**config.mk**
```make
export PLATFORM = sky130hd
export DESIGN_NAME = tgl_exec_top
export DESIGN_NICKNAME = d
export VERILOG_FILES = /design/src/tgl_pkg.sv /design/src/tgl_exec_top.sv
export VERILOG_INCLUDE_DIRS = /design/src
export SDC_FILE = /design/constraint.sdc
export NUM_CORES = 1
export LEC_CHECK = 0
export BUFFER_PORTS_ARGS = -buffer_cell sky130_fd_sc_hd__buf_4
export CORE_UTILIZATION = 25
export DETAILED_ROUTE_END_ITERATION = 6
export GPL_TIMING_DRIVEN = 0
export HOLD_SLACK_MARGIN = 0.08
export PLACE_DENSITY = 0.47
export SETUP_SLACK_MARGIN = 0.2
export SLEW_MARGIN = 15
export SYNTH_ARGS = -nofsm -noshare
export SYNTH_HDL_FRONTEND = slang
export SYNTH_SLANG_ARGS = --single-unit
export TNS_END_PERCENT = 20
```
**constraint.sdc**
```tcl
create_clock -name ref_clk -period 7.79 [get_ports ref_clk]
set_input_delay 1.558 -clock ref_clk [delete_from_list [all_inputs] [get_ports ref_clk]]
set_output_delay 1.558 -clock ref_clk [all_outputs]
set_load 0.1 [all_outputs]
```
**src/tgl_consts.svh**
```systemverilog
/*
 Named offsets, field positions, operation codes and limits for the time, Gray and logic-contact datapath.
 Assumes inclusion by the datapath and its bench; definitions only.
*/
`ifndef TGL_CONSTS_SVH
`define TGL_CONSTS_SVH

// Byte offsets on the register bus
`define TGL_A_CTRL 7'h00
`define TGL_A_OPA 7'h04
`define TGL_A_OPB 7'h08
`define TGL_A_TIME 7'h0c
`define TGL_A_TIME_END 7'h20
`define TGL_A_RES 7'h24
`define TGL_A_RES_END 7'h3c
`define TGL_A_FLAGS 7'h40
`define TGL_A_ERRC 7'h44
`define TGL_A_CAL 7'h48
`define TGL_A_CAL_END 7'h60

// Control word layout
`define TGL_CTRL_WIDE 8

// Operation codes
`define TGL_OP_TSUB 8'h01
`define TGL_OP_CALRD 8'h02
`define TGL_OP_B2G 8'h03
`define TGL_OP_G2B 8'h04
`define TGL_OP_LD_AND 8'hd7
`define TGL_OP_LD_OR 8'hd8
`define TGL_OP_LD_XOR 8'hd9
`define TGL_OP_SE_AND 8'hda
`define TGL_OP_SE_OR 8'hdb
`define TGL_OP_SE_XOR 8'hdc
`define TGL_OP_CB_AND 8'hdd
`define TGL_OP_CB_OR 8'hde
`define TGL_OP_CB_XOR 8'hdf

// Flag register bit positions
`define TGL_F_BORROW 0
`define TGL_F_ZERO 1
`define TGL_F_ERR_A 2
`define TGL_F_ERR_B 3
`define TGL_F_GRAY 4
`define TGL_F_CONTACT 5

// Time and calendar limits
`define TGL_ERR_TIME 16'h0e1a
`define TGL_HOUR_MAX 16'h0017
`define TGL_MIN_MAX 16'h003b
`define TGL_HOURS_DAY 16'h0018
`define TGL_MIN_HOUR 16'h003c
`define TGL_YEAR_MAX 16'h0063
`define TGL_WDAY_MAX 16'h0007
`define TGL_MONTH_MAX 16'h000c
`define TGL_DAY_MAX 16'h001f
`define TGL_FIELD_MIN 16'h0001
`define TGL_SEC_HOUR 18'h00e10
`define TGL_SEC_MIN 18'h0003c
`define TGL_SEC_DAY 18'h15180

// Bus answers
`define TGL_RESP_OKAY 2'h0
`define TGL_RESP_SLVERR 2'h2

`endif

```
**src/tgl_pkg.sv**
```systemverilog
/*
 Types shared by the time, Gray and logic-contact datapath.
 Assumes nothing beyond a SystemVerilog compiler.
*/
package tgl_pkg;
   typedef logic [15:0] tgl_word_t;
   typedef enum logic [1:0] {TGL_FN_AND, TGL_FN_OR, TGL_FN_XOR} tgl_fn_e;
   typedef enum logic [1:0] {TGL_FORM_NONE, TGL_FORM_LOAD, TGL_FORM_SERIES, TGL_FORM_COMBINE} tgl_form_e;
endpackage

```
**src/tgl_exec_top.sv**
```systemverilog
/*
 Execution datapath for time subtraction, calendar read, Gray conversion and logic contacts, with AXI4-Lite slave.
 Assumes one 250 MHz clock, synchronous active-low reset, and calendar inputs synchronous to ref_clk.
*/
`timescale 1ns/1ps
`include "tgl_consts.svh"

// Operation
// [RL1] Time subtract writes hours, minutes, seconds
// [RL2] Bad time field: skip, both errors, 0E1A
// [RL3] Negative difference: borrow, add 24 hours
// [RL4] Zero result sets zero flag
// [RL5] Seven calendar fields, each within range
// [RL6] Calendar read copies seven fields in order
// [RL7] Year holds two digits, 00 to 99
// [RL8] Weekday Monday 1 through Sunday 7
// [RL9] Binary converts to reflected Gray code
// [RL10] Gray code converts back to binary
// [RL11] Gray sources range checked, else error
// [RL12] Contact active when combination nonzero
// [RL13] Operator picks AND, OR or XOR
// [RL14] Load codes 215-217 start new line
// [RL15] Series codes 218-220 AND with line
// [RL16] Combining codes 221-223 merge in series
// [RL17] Each contact in 16- and 32-bit forms
// [RL18] Hours 0-23, minutes and seconds 0-59
// [RL19] Fields are plain binary 16-bit words
module tgl_exec_top
   import tgl_pkg::*;
(
   input wire logic ref_clk,
   input wire logic rst_n,
   input wire logic [6:0] s_axi_awaddr,
   input wire logic [2:0] s_axi_awprot,
   input wire logic s_axi_awvalid,
   output logic s_axi_awready,
   input wire logic [31:0] s_axi_wdata,
   input wire logic [3:0] s_axi_wstrb,
   input wire logic s_axi_wvalid,
   output logic s_axi_wready,
   output logic [1:0] s_axi_bresp,
   output logic s_axi_bvalid,
   input wire logic s_axi_bready,
   input wire logic [6:0] s_axi_araddr,
   input wire logic [2:0] s_axi_arprot,
   input wire logic s_axi_arvalid,
   output logic s_axi_arready,
   output logic [31:0] s_axi_rdata,
   output logic [1:0] s_axi_rresp,
   output logic s_axi_rvalid,
   input wire logic s_axi_rready,
   input wire logic [15:0] cal_in [0:6],
   output logic contact_out,
   output logic operating_error_flag_a,
   output logic operating_error_flag_b
);

   logic aw_got, w_got, do_wr, do_exec;
   logic [6:0] aw_q;
   logic [31:0] w_q;
   logic [3:0] ws_q;
   logic [7:0] op, exec_op;
   logic wide, exec_wide;
   logic [31:0] opa, opb;
   tgl_word_t tm [0:5];
   tgl_word_t res [0:6];
   tgl_word_t cal [0:6];
   tgl_word_t error_code_reg;
   logic borrow_flag, zero_flag, gray_err;
   logic t_ok, g_ok, hit;
   logic [16:0] s_raw, m_raw, h_raw;
   tgl_word_t s_fix, m_fix, h_fix;
   logic [31:0] g_src, g_enc, g_dec, cmp_val;
   logic [31:0] next_rdata;
   logic [1:0] next_rresp, next_bresp;

   function automatic logic [31:0] merge(input logic [31:0] old, input logic [31:0] d, input logic [3:0] st);
      logic [31:0] r;
      r = old;
      for (int i = 0; i < 4; i++)
      begin
         if (st[i])
         begin
            r[i*8 +: 8] = d[i*8 +: 8];
         end
      end
      return r;
   endfunction

   function automatic logic [2:0] idx(input logic [6:0] a, input logic [6:0] base);
      logic [6:0] rel;
      rel = a - base;
      return rel[4:2];
   endfunction

   function automatic logic [31:0] gray_to_binary(input logic [31:0] g);
      logic [31:0] b;
      b[31] = g[31];
      for (int i = 30; i >= 0; i--)
      begin
         b[i] = b[i+1] ^ g[i];
      end
      return b;
   endfunction

   function automatic logic cal_ok(input int k, input tgl_word_t v);
      logic ok;
      case (k)
         0: ok = v <= `TGL_YEAR_MAX;
         1: ok = v >= `TGL_FIELD_MIN && v <= `TGL_WDAY_MAX;
         2: ok = v >= `TGL_FIELD_MIN && v <= `TGL_MONTH_MAX;
         3: ok = v >= `TGL_FIELD_MIN && v <= `TGL_DAY_MAX;
         4: ok = v <= `TGL_HOUR_MAX;
         default: ok = v <= `TGL_MIN_MAX;
      endcase
      return ok;
   endfunction

   function automatic tgl_form_e form_of(input logic [7:0] c);
      tgl_form_e f;
      case (c)
         `TGL_OP_LD_AND, `TGL_OP_LD_OR, `TGL_OP_LD_XOR: f = TGL_FORM_LOAD;
         `TGL_OP_SE_AND, `TGL_OP_SE_OR, `TGL_OP_SE_XOR: f = TGL_FORM_SERIES;
         `TGL_OP_CB_AND, `TGL_OP_CB_OR, `TGL_OP_CB_XOR: f = TGL_FORM_COMBINE;
         default: f = TGL_FORM_NONE;
      endcase
      return f;
   endfunction

   function automatic tgl_fn_e fn_of(input logic [7:0] c);
      tgl_fn_e f;
      case (c)
         `TGL_OP_LD_AND, `TGL_OP_SE_AND, `TGL_OP_CB_AND: f = TGL_FN_AND;
         `TGL_OP_LD_OR, `TGL_OP_SE_OR, `TGL_OP_CB_OR: f = TGL_FN_OR;
         default: f = TGL_FN_XOR;
      endcase
      return f;
   endfunction

   // Write path: address and data taken in either order, one write in flight
   assign do_wr = aw_got && w_got && !s_axi_bvalid;
   assign do_exec = do_wr && aw_q == `TGL_A_CTRL;
   assign exec_op = w_q[7:0];
   assign exec_wide = w_q[`TGL_CTRL_WIDE];

   always_ff @(posedge ref_clk)
   begin
      if (!rst_n)
      begin
         aw_got <= 1'b0;
         w_got <= 1'b0;
         aw_q <= 7'h00;
         w_q <= 32'h0;
         ws_q <= 4'h0;
         s_axi_awready <= 1'b1;
         s_axi_wready <= 1'b1;
         s_axi_bvalid <= 1'b0;
         s_axi_bresp <= `TGL_RESP_OKAY;
      end
      else
      begin
         if (s_axi_awvalid && s_axi_awready)
         begin
            aw_q <= s_axi_awaddr;
            aw_got <= 1'b1;
            s_axi_awready <= 1'b0;
         end
         if (s_axi_wvalid && s_axi_wready)
         begin
            w_q <= s_axi_wdata;
            ws_q <= s_axi_wstrb;
            w_got <= 1'b1;
            s_axi_wready <= 1'b0;
         end
         if (do_wr)
         begin
            aw_got <= 1'b0;
            w_got <= 1'b0;
            s_axi_bvalid <= 1'b1;
            s_axi_bresp <= next_bresp;
         end
         if (s_axi_bvalid && s_axi_bready)
         begin
            s_axi_bvalid <= 1'b0;
            s_axi_awready <= 1'b1;
            s_axi_wready <= 1'b1;
         end
      end
   end

   always_comb
   begin
      next_bresp = `TGL_RESP_OKAY;
      if (aw_q > `TGL_A_CAL_END || aw_q[1:0] != 2'h0)
      begin
         next_bresp = `TGL_RESP_SLVERR;
      end
   end

   // Operand registers; results, calendar copies and error code are read-only
   always_ff @(posedge ref_clk)
   begin
      if (!rst_n)
      begin
         op <= 8'h00;
         wide <= 1'b0;
         opa <= 32'h0;
         opb <= 32'h0;
         for (int k = 0; k < 6; k++)
         begin
            tm[k] <= 16'h0;
         end
      end
      else if (do_wr)
      begin
         if (aw_q == `TGL_A_CTRL)
         begin
            op <= exec_op;
            wide <= exec_wide;
         end
         else if (aw_q == `TGL_A_OPA)
         begin
            opa <= merge(opa, w_q, ws_q);
         end
         else if (aw_q == `TGL_A_OPB)
         begin
            opb <= merge(opb, w_q, ws_q);
         end
         else if (aw_q >= `TGL_A_TIME && aw_q <= `TGL_A_TIME_END && aw_q[1:0] == 2'h0)
         begin
            tm[idx(aw_q, `TGL_A_TIME)] <= 16'(merge({16'h0, tm[idx(aw_q, `TGL_A_TIME)]}, w_q, ws_q));
         end
      end
   end

   // Borrow chain from seconds up; hours wrap by one day
   assign t_ok = tm[0] <= `TGL_HOUR_MAX && tm[1] <= `TGL_MIN_MAX && tm[2] <= `TGL_MIN_MAX
      && tm[3] <= `TGL_HOUR_MAX && tm[4] <= `TGL_MIN_MAX && tm[5] <= `TGL_MIN_MAX; // [RL18]
   assign s_raw = {1'b0, tm[2]} - {1'b0, tm[5]};
   assign m_raw = {1'b0, tm[1]} - {1'b0, tm[4]} - {16'h0, s_raw[16]};
   assign h_raw = {1'b0, tm[0]} - {1'b0, tm[3]} - {16'h0, m_raw[16]};
   assign s_fix = s_raw[16] ? s_raw[15:0] + `TGL_MIN_HOUR : s_raw[15:0];
   assign m_fix = m_raw[16] ? m_raw[15:0] + `TGL_MIN_HOUR : m_raw[15:0];
   assign h_fix = h_raw[16] ? h_raw[15:0] + `TGL_HOURS_DAY : h_raw[15:0]; // [RL3]

   // Sign bit set means out of range for the chosen width
   assign g_src = exec_wide ? opa : {16'h0, opa[15:0]};
   assign g_ok = exec_wide ? !opa[31] : !opa[15]; // [RL11]
   assign g_enc = g_src ^ (g_src >> 1); // [RL9]
   assign g_dec = gray_to_binary(g_src); // [RL10]

   always_comb
   begin
      case (fn_of(exec_op)) // [RL13]
         TGL_FN_AND: cmp_val = opa & opb;
         TGL_FN_OR: cmp_val = opa | opb;
         default: cmp_val = opa ^ opb;
      endcase
      if (!exec_wide)
      begin
         cmp_val[31:16] = 16'h0; // [RL17]
      end
      hit = |cmp_val; // [RL12]
   end

   always_ff @(posedge ref_clk)
   begin
      if (!rst_n)
      begin
         for (int k = 0; k < 7; k++)
         begin
            res[k] <= 16'h0;
         end
      end
      else if (do_exec)
      begin
         case (exec_op)
            `TGL_OP_TSUB:
            begin
               if (t_ok) // [RL2]
               begin
                  res[0] <= h_fix; // [RL1]
                  res[1] <= m_fix;
                  res[2] <= s_fix;
               end
            end
            `TGL_OP_CALRD:
            begin
               for (int k = 0; k < 7; k++)
               begin
                  res[k] <= cal[k]; // [RL6]
               end
            end
            `TGL_OP_B2G, `TGL_OP_G2B:
            begin
               if (g_ok)
               begin
                  res[0] <= exec_op == `TGL_OP_B2G ? g_enc[15:0] : g_dec[15:0];
                  if (exec_wide)
                  begin
                     res[1] <= exec_op == `TGL_OP_B2G ? g_enc[31:16] : g_dec[31:16];
                  end
               end
            end
            default:
            begin
            end
         endcase
      end
   end

   // Flags in bits 0 to 4 clear by writing ones; the contact bit does not; a set in the same cycle wins
   always_ff @(posedge ref_clk)
   begin
      if (!rst_n)
      begin
         borrow_flag <= 1'b0;
         zero_flag <= 1'b0;
         operating_error_flag_a <= 1'b0;
         operating_error_flag_b <= 1'b0;
         gray_err <= 1'b0;
      end
      else
      begin
         if (do_wr && aw_q == `TGL_A_FLAGS)
         begin
            borrow_flag <= borrow_flag & ~w_q[`TGL_F_BORROW];
            zero_flag <= zero_flag & ~w_q[`TGL_F_ZERO];
            operating_error_flag_a <= operating_error_flag_a & ~w_q[`TGL_F_ERR_A];
            operating_error_flag_b <= operating_error_flag_b & ~w_q[`TGL_F_ERR_B];
            gray_err <= gray_err & ~w_q[`TGL_F_GRAY];
         end
         if (do_exec && exec_op == `TGL_OP_TSUB && t_ok)
         begin
            borrow_flag <= h_raw[16]; // [RL3]
            zero_flag <= h_fix == 16'h0 && m_fix == 16'h0 && s_fix == 16'h0; // [RL4]
         end
         if (do_exec && exec_op == `TGL_OP_TSUB && !t_ok)
         begin
            operating_error_flag_a <= 1'b1; // [RL2]
            operating_error_flag_b <= 1'b1;
         end
         if (do_exec && (exec_op == `TGL_OP_B2G || exec_op == `TGL_OP_G2B) && !g_ok)
         begin
            gray_err <= 1'b1; // [RL11]
         end
      end
   end

   always_ff @(posedge ref_clk)
   begin
      if (!rst_n)
      begin
         error_code_reg <= 16'h0;
      end
      else if (do_exec && exec_op == `TGL_OP_TSUB && !t_ok)
      begin
         error_code_reg <= `TGL_ERR_TIME; // [RL2]
      end
   end

   // Combining form follows the series behaviour, not a parallel branch
   always_ff @(posedge ref_clk)
   begin
      if (!rst_n)
      begin
         contact_out <= 1'b0;
      end
      else if (do_exec)
      begin
         case (form_of(exec_op))
            TGL_FORM_LOAD: contact_out <= hit; // [RL14]
            TGL_FORM_SERIES: contact_out <= contact_out & hit; // [RL15]
            TGL_FORM_COMBINE: contact_out <= contact_out & hit; // [RL16]
            default: contact_out <= contact_out;
         endcase
      end
   end

   // Calendar fields keep their last legal value; timekeeping lives outside
   for (genvar k = 0; k < 7; k++)
   begin : g_cal
      always_ff @(posedge ref_clk)
      begin
         if (!rst_n)
         begin
            cal[k] <= (k >= 1 && k <= 3) ? `TGL_FIELD_MIN : 16'h0; // [RL19]
         end
         else if (cal_ok(k, cal_in[k]))
         begin
            cal[k] <= cal_in[k]; // [RL5] [RL7] [RL8]
         end
      end
   end

   // Read path
   always_comb
   begin
      next_rdata = 32'h0;
      next_rresp = `TGL_RESP_OKAY;
      if (s_axi_araddr == `TGL_A_CTRL)
      begin
         next_rdata = {23'h0, wide, op};
      end
      else if (s_axi_araddr == `TGL_A_OPA)
      begin
         next_rdata = opa;
      end
      else if (s_axi_araddr == `TGL_A_OPB)
      begin
         next_rdata = opb;
      end
      else if (s_axi_araddr >= `TGL_A_TIME && s_axi_araddr <= `TGL_A_TIME_END && s_axi_araddr[1:0] == 2'h0)
      begin
         next_rdata = {16'h0, tm[idx(s_axi_araddr, `TGL_A_TIME)]};
      end
      else if (s_axi_araddr >= `TGL_A_RES && s_axi_araddr <= `TGL_A_RES_END && s_axi_araddr[1:0] == 2'h0)
      begin
         next_rdata = {16'h0, res[idx(s_axi_araddr, `TGL_A_RES)]};
      end
      else if (s_axi_araddr == `TGL_A_FLAGS)
      begin
         next_rdata = {26'h0, contact_out, gray_err, operating_error_flag_b, operating_error_flag_a,
            zero_flag, borrow_flag};
      end
      else if (s_axi_araddr == `TGL_A_ERRC)
      begin
         next_rdata = {16'h0, error_code_reg};
      end
      else if (s_axi_araddr >= `TGL_A_CAL && s_axi_araddr <= `TGL_A_CAL_END && s_axi_araddr[1:0] == 2'h0)
      begin
         next_rdata = {16'h0, cal[idx(s_axi_araddr, `TGL_A_CAL)]};
      end
      else
      begin
         next_rresp = `TGL_RESP_SLVERR;
      end
   end

   always_ff @(posedge ref_clk)
   begin
      if (!rst_n)
      begin
         s_axi_arready <= 1'b1;
         s_axi_rvalid <= 1'b0;
         s_axi_rdata <= 32'h0;
         s_axi_rresp <= `TGL_RESP_OKAY;
      end
      else if (s_axi_arvalid && s_axi_arready)
      begin
         s_axi_arready <= 1'b0;
         s_axi_rvalid <= 1'b1;
         s_axi_rdata <= next_rdata;
         s_axi_rresp <= next_rresp;
      end
      else if (s_axi_rvalid && s_axi_rready)
      begin
         s_axi_rvalid <= 1'b0;
         s_axi_arready <= 1'b1;
      end
   end

   logic [17:0] t1_sec, t2_sec, r_sec;
   assign t1_sec = 18'(tm[0]) * `TGL_SEC_HOUR + 18'(tm[1]) * `TGL_SEC_MIN + 18'(tm[2]);
   assign t2_sec = 18'(tm[3]) * `TGL_SEC_HOUR + 18'(tm[4]) * `TGL_SEC_MIN + 18'(tm[5]);
   assign r_sec = 18'(res[0]) * `TGL_SEC_HOUR + 18'(res[1]) * `TGL_SEC_MIN + 18'(res[2]);
endmodule

```
### Word level (Yosys, flattened, before mapping)

Memories as Yosys holds them, arrays and structs flattened.
Index checks and enable logic that the tools add are counted.
W data, S select, Z words.

| storage, ports and cells | value |
|---|---|
| ROM bits | 0 |
| latch bits | 0 |
| word-level logic and storage cells | 377 |
| RAM bits | 320 |
| register bits after elaboration | 166 |
| memories | 3 |
| output and inout bits | 44 |

Memory list:

| memory | words | width | rd ports | clocked after memory_dff | wr ports | RTL line | source |
|---|---|---|---|---|---|---|---|
| cal | 7 | 16 | 8 | 0 | 7 | tgl_exec_top.sv:67 | `tgl_word_t cal [0:6];` |
| res | 7 | 16 | 1 | 0 | 7 | tgl_exec_top.sv:66 | `tgl_word_t res [0:6];` |
| tm | 6 | 16 | 7 | 0 | 6 | tgl_exec_top.sv:65 | `tgl_word_t tm [0:5];` |

| operators by class | value |
|---|---|
| $lt $le $gt $ge | 25 |
| multiply operators | 0 |
| equal/unequal tests | 26 |
| reduce and logical (&&, ||, !) cells | 76 |
| $add $sub $neg | 12 |
| muxes and demuxes | 137 |
| bitwise operators | 68 |
| shift operators | 0 |
| divide/modulo/power cells | 0 |

Operators with widths:

| kind | number |
|---|---|
| $mux W16 | 31 |
| $mux W32 | 4 |
| $mux W8 | 14 |
| $le A16 B6 Y1 const B | 6 |
| $eq A8 B8 Y1 const B | 9 |
| $mux W1 | 71 |
| $le A16 B5 Y1 const B | 4 |
| $pmux W32 S2 | 1 |
| $sub A16 B16 Y17 | 3 |
| $ge A16 B1 Y1 const B | 3 |
| $logic_not A16 Y1 | 3 |
| $sub A17 B1 Y17 | 2 |
| $add A16 B6 Y16 const B | 2 |
| $and A32 B32 Y32 | 1 |
| $logic_and A1 B1 Y1 | 32 |
| $or A32 B32 Y32 | 1 |
| $reduce_or A32 Y1 | 1 |
| $xor A32 B31 Y32 | 1 |
| $xor A32 B32 Y32 | 1 |
| $xor A1 B1 Y1 | 31 |
| $mux W2 | 12 |
| $eq A7 B7 Y1 const B | 3 |
| $le A7 B6 Y1 const B | 3 |
| $reduce_and A5 Y1 | 4 |
| 36 further kinds | 101 |

### Logic depth before layout (Yosys ltp)

| logic depth | value |
|---|---|
| word-level depth | 34 |
| gate-level depth with buffers | 37 |

### Worst setup path after synthesis

OpenSTA, ideal clock, no wires.

| timing | value |
|---|---|
| path kind | register to register |
| from | mem tm[2][4] (netlist bit) |
| to | reg zero_flag |
| required time | 7.732 ns |
| buffers on the path | 1 |
| arrival | 7.125 ns |
| slack | 0.607 ns |
| cell stages (with the launch flop) | 34 |
| period minus slack after synthesis | 7.183 ns |
| path through | edfxtp_1 ha_1 and2_1 o21ai_0 a31oi_1 o21ai_0 a21oi_1 nand2b_1 inv_1 fa_1 inv_1 fa_1 nand2b_1 a21boi_0 o311ai_1 a21o_1 and3_1 or2_2 clkbuf_1 inv_1 fa_1 inv_1 fa_1 nand2b_1 a21o_1 a21oi_1 o21a_1 nor4b_1 or4b_2 xnor2_1 nor4_1 nand4_1 nor4_1 a31o_2 |

RTL lines:

| item | RTL line | source |
|---|---|---|
| start, declared | tgl_exec_top.sv:65 |  |
| end signal, assigned | tgl_exec_top.sv:328 | `` zero_flag <= zero_flag & ~w_q[`TGL_F_ZERO]; `` |
| end, declared | tgl_exec_top.sv:69 | `logic borrow_flag, zero_flag, gray_err;` |

### Final worst setup path

| timing | value |
|---|---|
| from | in s_axi_araddr[2] |
| to | reg s_axi_rdata[12] |

| on the way | value |
|---|---|
| word-level cells in the longest chain between the ends | 11 |
| elaborated cells on any way between the ends | 31 |
| those cells by class | add/sub (3); order compare (6); eq/ne (4); mux (8); reduce/logical (7); memory (3) |

Ends and longest elaborated chain:

| item | RTL line | source |
|---|---|---|
| start, declared | tgl_exec_top.sv:44 | `input wire logic [6:0] s_axi_araddr,` |
| branches (longest 10 deep; another with $mem_v2 Z7 W16) | n/a |  |
| $mux W32 (*) | tgl_exec_top.sv:401 | `` if (s_axi_araddr == `TGL_A_CTRL) `` |
| end signal, assigned | tgl_exec_top.sv:453 | `s_axi_rdata <= next_rdata;` |
| end, declared | tgl_exec_top.sv:48 | `output logic [31:0] s_axi_rdata,` |

Mark *: on every way between the ends.
A chain may end at the register's enable or synchronous reset.

==> results.json <==
{
  "cts_tree": "done",
  "cts_buffer_depth": 3,
  "avgSynthCellArea_um2": 9.862,
  "async_reset_ff_share_pct": 0,
  "rows": 125,
  "worst-path-max-fanout": 10,
  "via_count": 24500,
  "layout_common_cells": "edfxtp_1, nor2_1, nand2_1",
  "ctsHoldBuffers": 0,
  "routabilityCongestion": 0.9495,
  "yosys_register_bits": 516,
  "total_power_w": 0.007271,
  "grt_usage_pct": 19.76,
  "die_h_um": 343.9,
  "grt_pass1_wl_um": 168800,
  "final_util_pct": 30.87,
  "drtPass1Iterations": 6,
  "io_pins": 219,
  "antenna_found_initial": 2,
  "die-width_um": 343.9,
  "layout-drive-gt1-share_pct": 15.09,
  "yosysTopAreaCellShare_pct": 34.52,
  "grt_overflow_total": 0,
  "regArea_um2": 13690,
  "critPathMaxStageDelay_ns": 0.67,
  "cp.required_ns": 8.40,
  "postPlaceCellArea_um2": 33080,
  "yosysTopAreaCell": "edfxtp_1",
  "drt_iter0_markers": 2284,
  "grt_pass1_vias": 23490,
  "rsz0062_at_grt": "true",
  "clock-sinks": 516,
  "path_class": "in2reg",
  "coreArea_um2": 116000,
  "final_hold_viol_count": 0,
  "start_util_pct": 25.19,
  "h-tree-depth": 2,
  "crit_path_cell_trace": "buf_4, buf_2, buf_2, clkbuf_4, clkbuf_4, clkbuf_2, inv_1, ha_1, xnor2_1, clkbuf_1, clkbuf_1, a21oi_1, o22ai_1, nor2_1, a311oi_1, a211oi_1, a211oi_1, a21oi_1, nor2_1",
  "status": "finished clean",
  "cp-start-kind": "primary input",
  "numCtsBuffers": 59,
  "max_freq_ghz": 0.1332,
  "power.leakage_nw": 13.71,
  "cp_top_family": "buffers and inverters",
  "fin_crit_ns": 7.507,
  "multi_input_comb_area_um2": 14930,
  "insertedDiodeCount": 0,
  "critPathArrivalTime_ns": 8.11,
  "vdd_ir_drop_max_mv": 0.1878,
  "clk_latency_ns": 0.68,
  "seq_area_frac_synth_pct": 46.84,
  "powerDensity_nw_per_um2": 202.9,
  "ant_nets": 0,
  "fin_nets": 3673,
  "worstMarginPinSlew_ns": 1.251,
  "largestRegisters": "tm: 128 flops, cal: 112 flops, res: 112 flops",
  "crit_path_top_delay_cell": "xnor2_1",
  "regMostFlops": "tm",
  "dominantRegCellSynth": "edfxtp_1",
  "slew_headroom_pct": 15.97,
  "largest_reg_flops": 128,
  "fin_setup_tns_ns": 0,
  "areaGrowthSynthToFinish_pct": 22.57,
  "hp-class": "reg2reg",
  "clk_pin_slew_ns": 0.06,
  "maxCapViolCount": 0,
  "design_area_um2": 35830,
  "n_fill_cell": 12230,
  "synth_enable_flop_cells": 336,
  "die-area_um2": 118300,
  "synthDistinctLibCells": 79,
  "drv_slew": 0,
  "drc": 0,
  "clock-root-buffer": "clkbuf_16",
  "wl_per_cell_um": 24.33,
  "syn_inst": 2964,
  "io_buffers": 208,
  "synth.area.top_cells": "edfxtp_1, dfxtp_1, ha_1",
  "finalSetupViolCount": 0,
  "dp_hpwl_um": 94260,
  "avgViaCountPerCell": 4.989,
  "syn_area_um2": 29230,
  "grt_max_degree": 51,
  "final_common_cell": "edfxtp_1",
  "fin_crit_sh_pct": 96.37,
  "whs_ns": 0.4530,
  "cp-end-kind": "flip-flop",
  "wl_um": 119500,
  "skew_ns": 0.06715,
  "synth_warnings": 0,
  "cp_num_buf_inv": 9
}
## power breakdown
part	total [W]	internal (W)	leakage (nW)	switching, W
Clock	0.00290	0.00167	0.986	0.00123
Combinational	0.00127	0.000439	7.99	0.000832
Sequential	0.00310	0.00301	4.74	0.0000860
## through the flow
step	setup slack [ns]	std cells
after floorplan	0.6071	3041
final	0.2830	4911
after global routing	0.1347	4911
after global placement	-2.326	4773
after detailed placement	-2.095	4776
after CTS	0.1297	4896
## routing by layer
metal  vias up  routed length (µm)  part of all wire (%)  GRT usage, %
met5         -                  27                 0.023             0
met4         4                3376                   2.8         5.448
met3       155                7636                   6.4         2.690
met2       864               56370                    47         32.55
met1     12160               52090                    44         27.01
li1      11310                   -                     -             -
## worst register-to-register path, delay by kind of cell (launching register included)
kind | cells | cell delay, ns
AOI/OAI and AO/OA | 9 | 2.36
and+or+nand+nor | 10 | 2.11
adders and majority gates | 6 | 2.05
buffers and inverters | 5 | 0.48
DFF | 1 | 0.46
## synthesized netlist by cell type (4+ instances only)
cell type,count
a2111oi_0,5
a22o_1,5
and4b_1,5
nand2b_1,19
or3_1,13
xnor2_1,110
a31oi_1,8
buf_2,5
a21boi_0,7
a311oi_1,10
nand3b_1,8
mux2i_1,81
a211o_1,5
o21a_1,10
o22ai_1,17
o32ai_1,7
nor2b_1,12
clkbuf_1,138
nand4_1,39
nand2_1,321
a22oi_1,15
xor2_1,34
edfxtp_1,336
mux4_2,64
nor3_1,37
a21o_1,16
and2_1,42
o21ai_0,73
nand3_1,90
fa_1,5
inv_1,216
buf_1,19
a211oi_1,81
or2_2,8
nor4_1,57
nor4b_1,5
nor3b_1,4
and3_1,56
o31ai_1,4
a21oi_1,234
dfxtp_1,180
o2111ai_1,7
o211ai_1,18
nor2_1,323
ha_1,156
## final cells by class
cell class                 instances  share of cell area, %
timing repair buffer             235                  4.966
inverter                         216                  2.273
multi-input combinational       2144                  41.67
sequential                       516                  38.22
clock inverter                    28                 0.8591
clock buffer                      83                  4.781
buffer                           165                  1.910
tap                             1524                  5.322
## final timing paths
path | start | endpoint | slack, ns | cells after the start
max reg2reg | tm[5][0] | zero_flag | 0.35 | 30
max | s_axi_araddr[2] | s_axi_rdata[12] | 0.28 | 19
min | res[6][10] | res[6][10] | 0.45 | 2
min reg2reg | res[6][10] | res[6][10] | 0.45 | 2
## cell families after synthesis
| logic type | after synthesis | share of synthesized area [%] |
|---|---|---|
| simple gates | 1057 | 16.86 |
| fa+ha+maj | 161 | 7.020 |
| mux | 145 | 7.704 |
| xor+xnor | 152 | 4.897 |
| other cells | 1 | 0.01283 |
| flops | 516 | 46.84 |
| buf+inv | 381 | 4.952 |
| compound gates | 551 | 11.72 |
## what timing repair did
item / CTS / global route
setup buffers: 9 / 15
setup endpoints to repair: 31 / 25
pin swaps: 21 / 31
gates resized for setup: 85 / 42
Note: power is estimated with default switching activity, not from simulation.
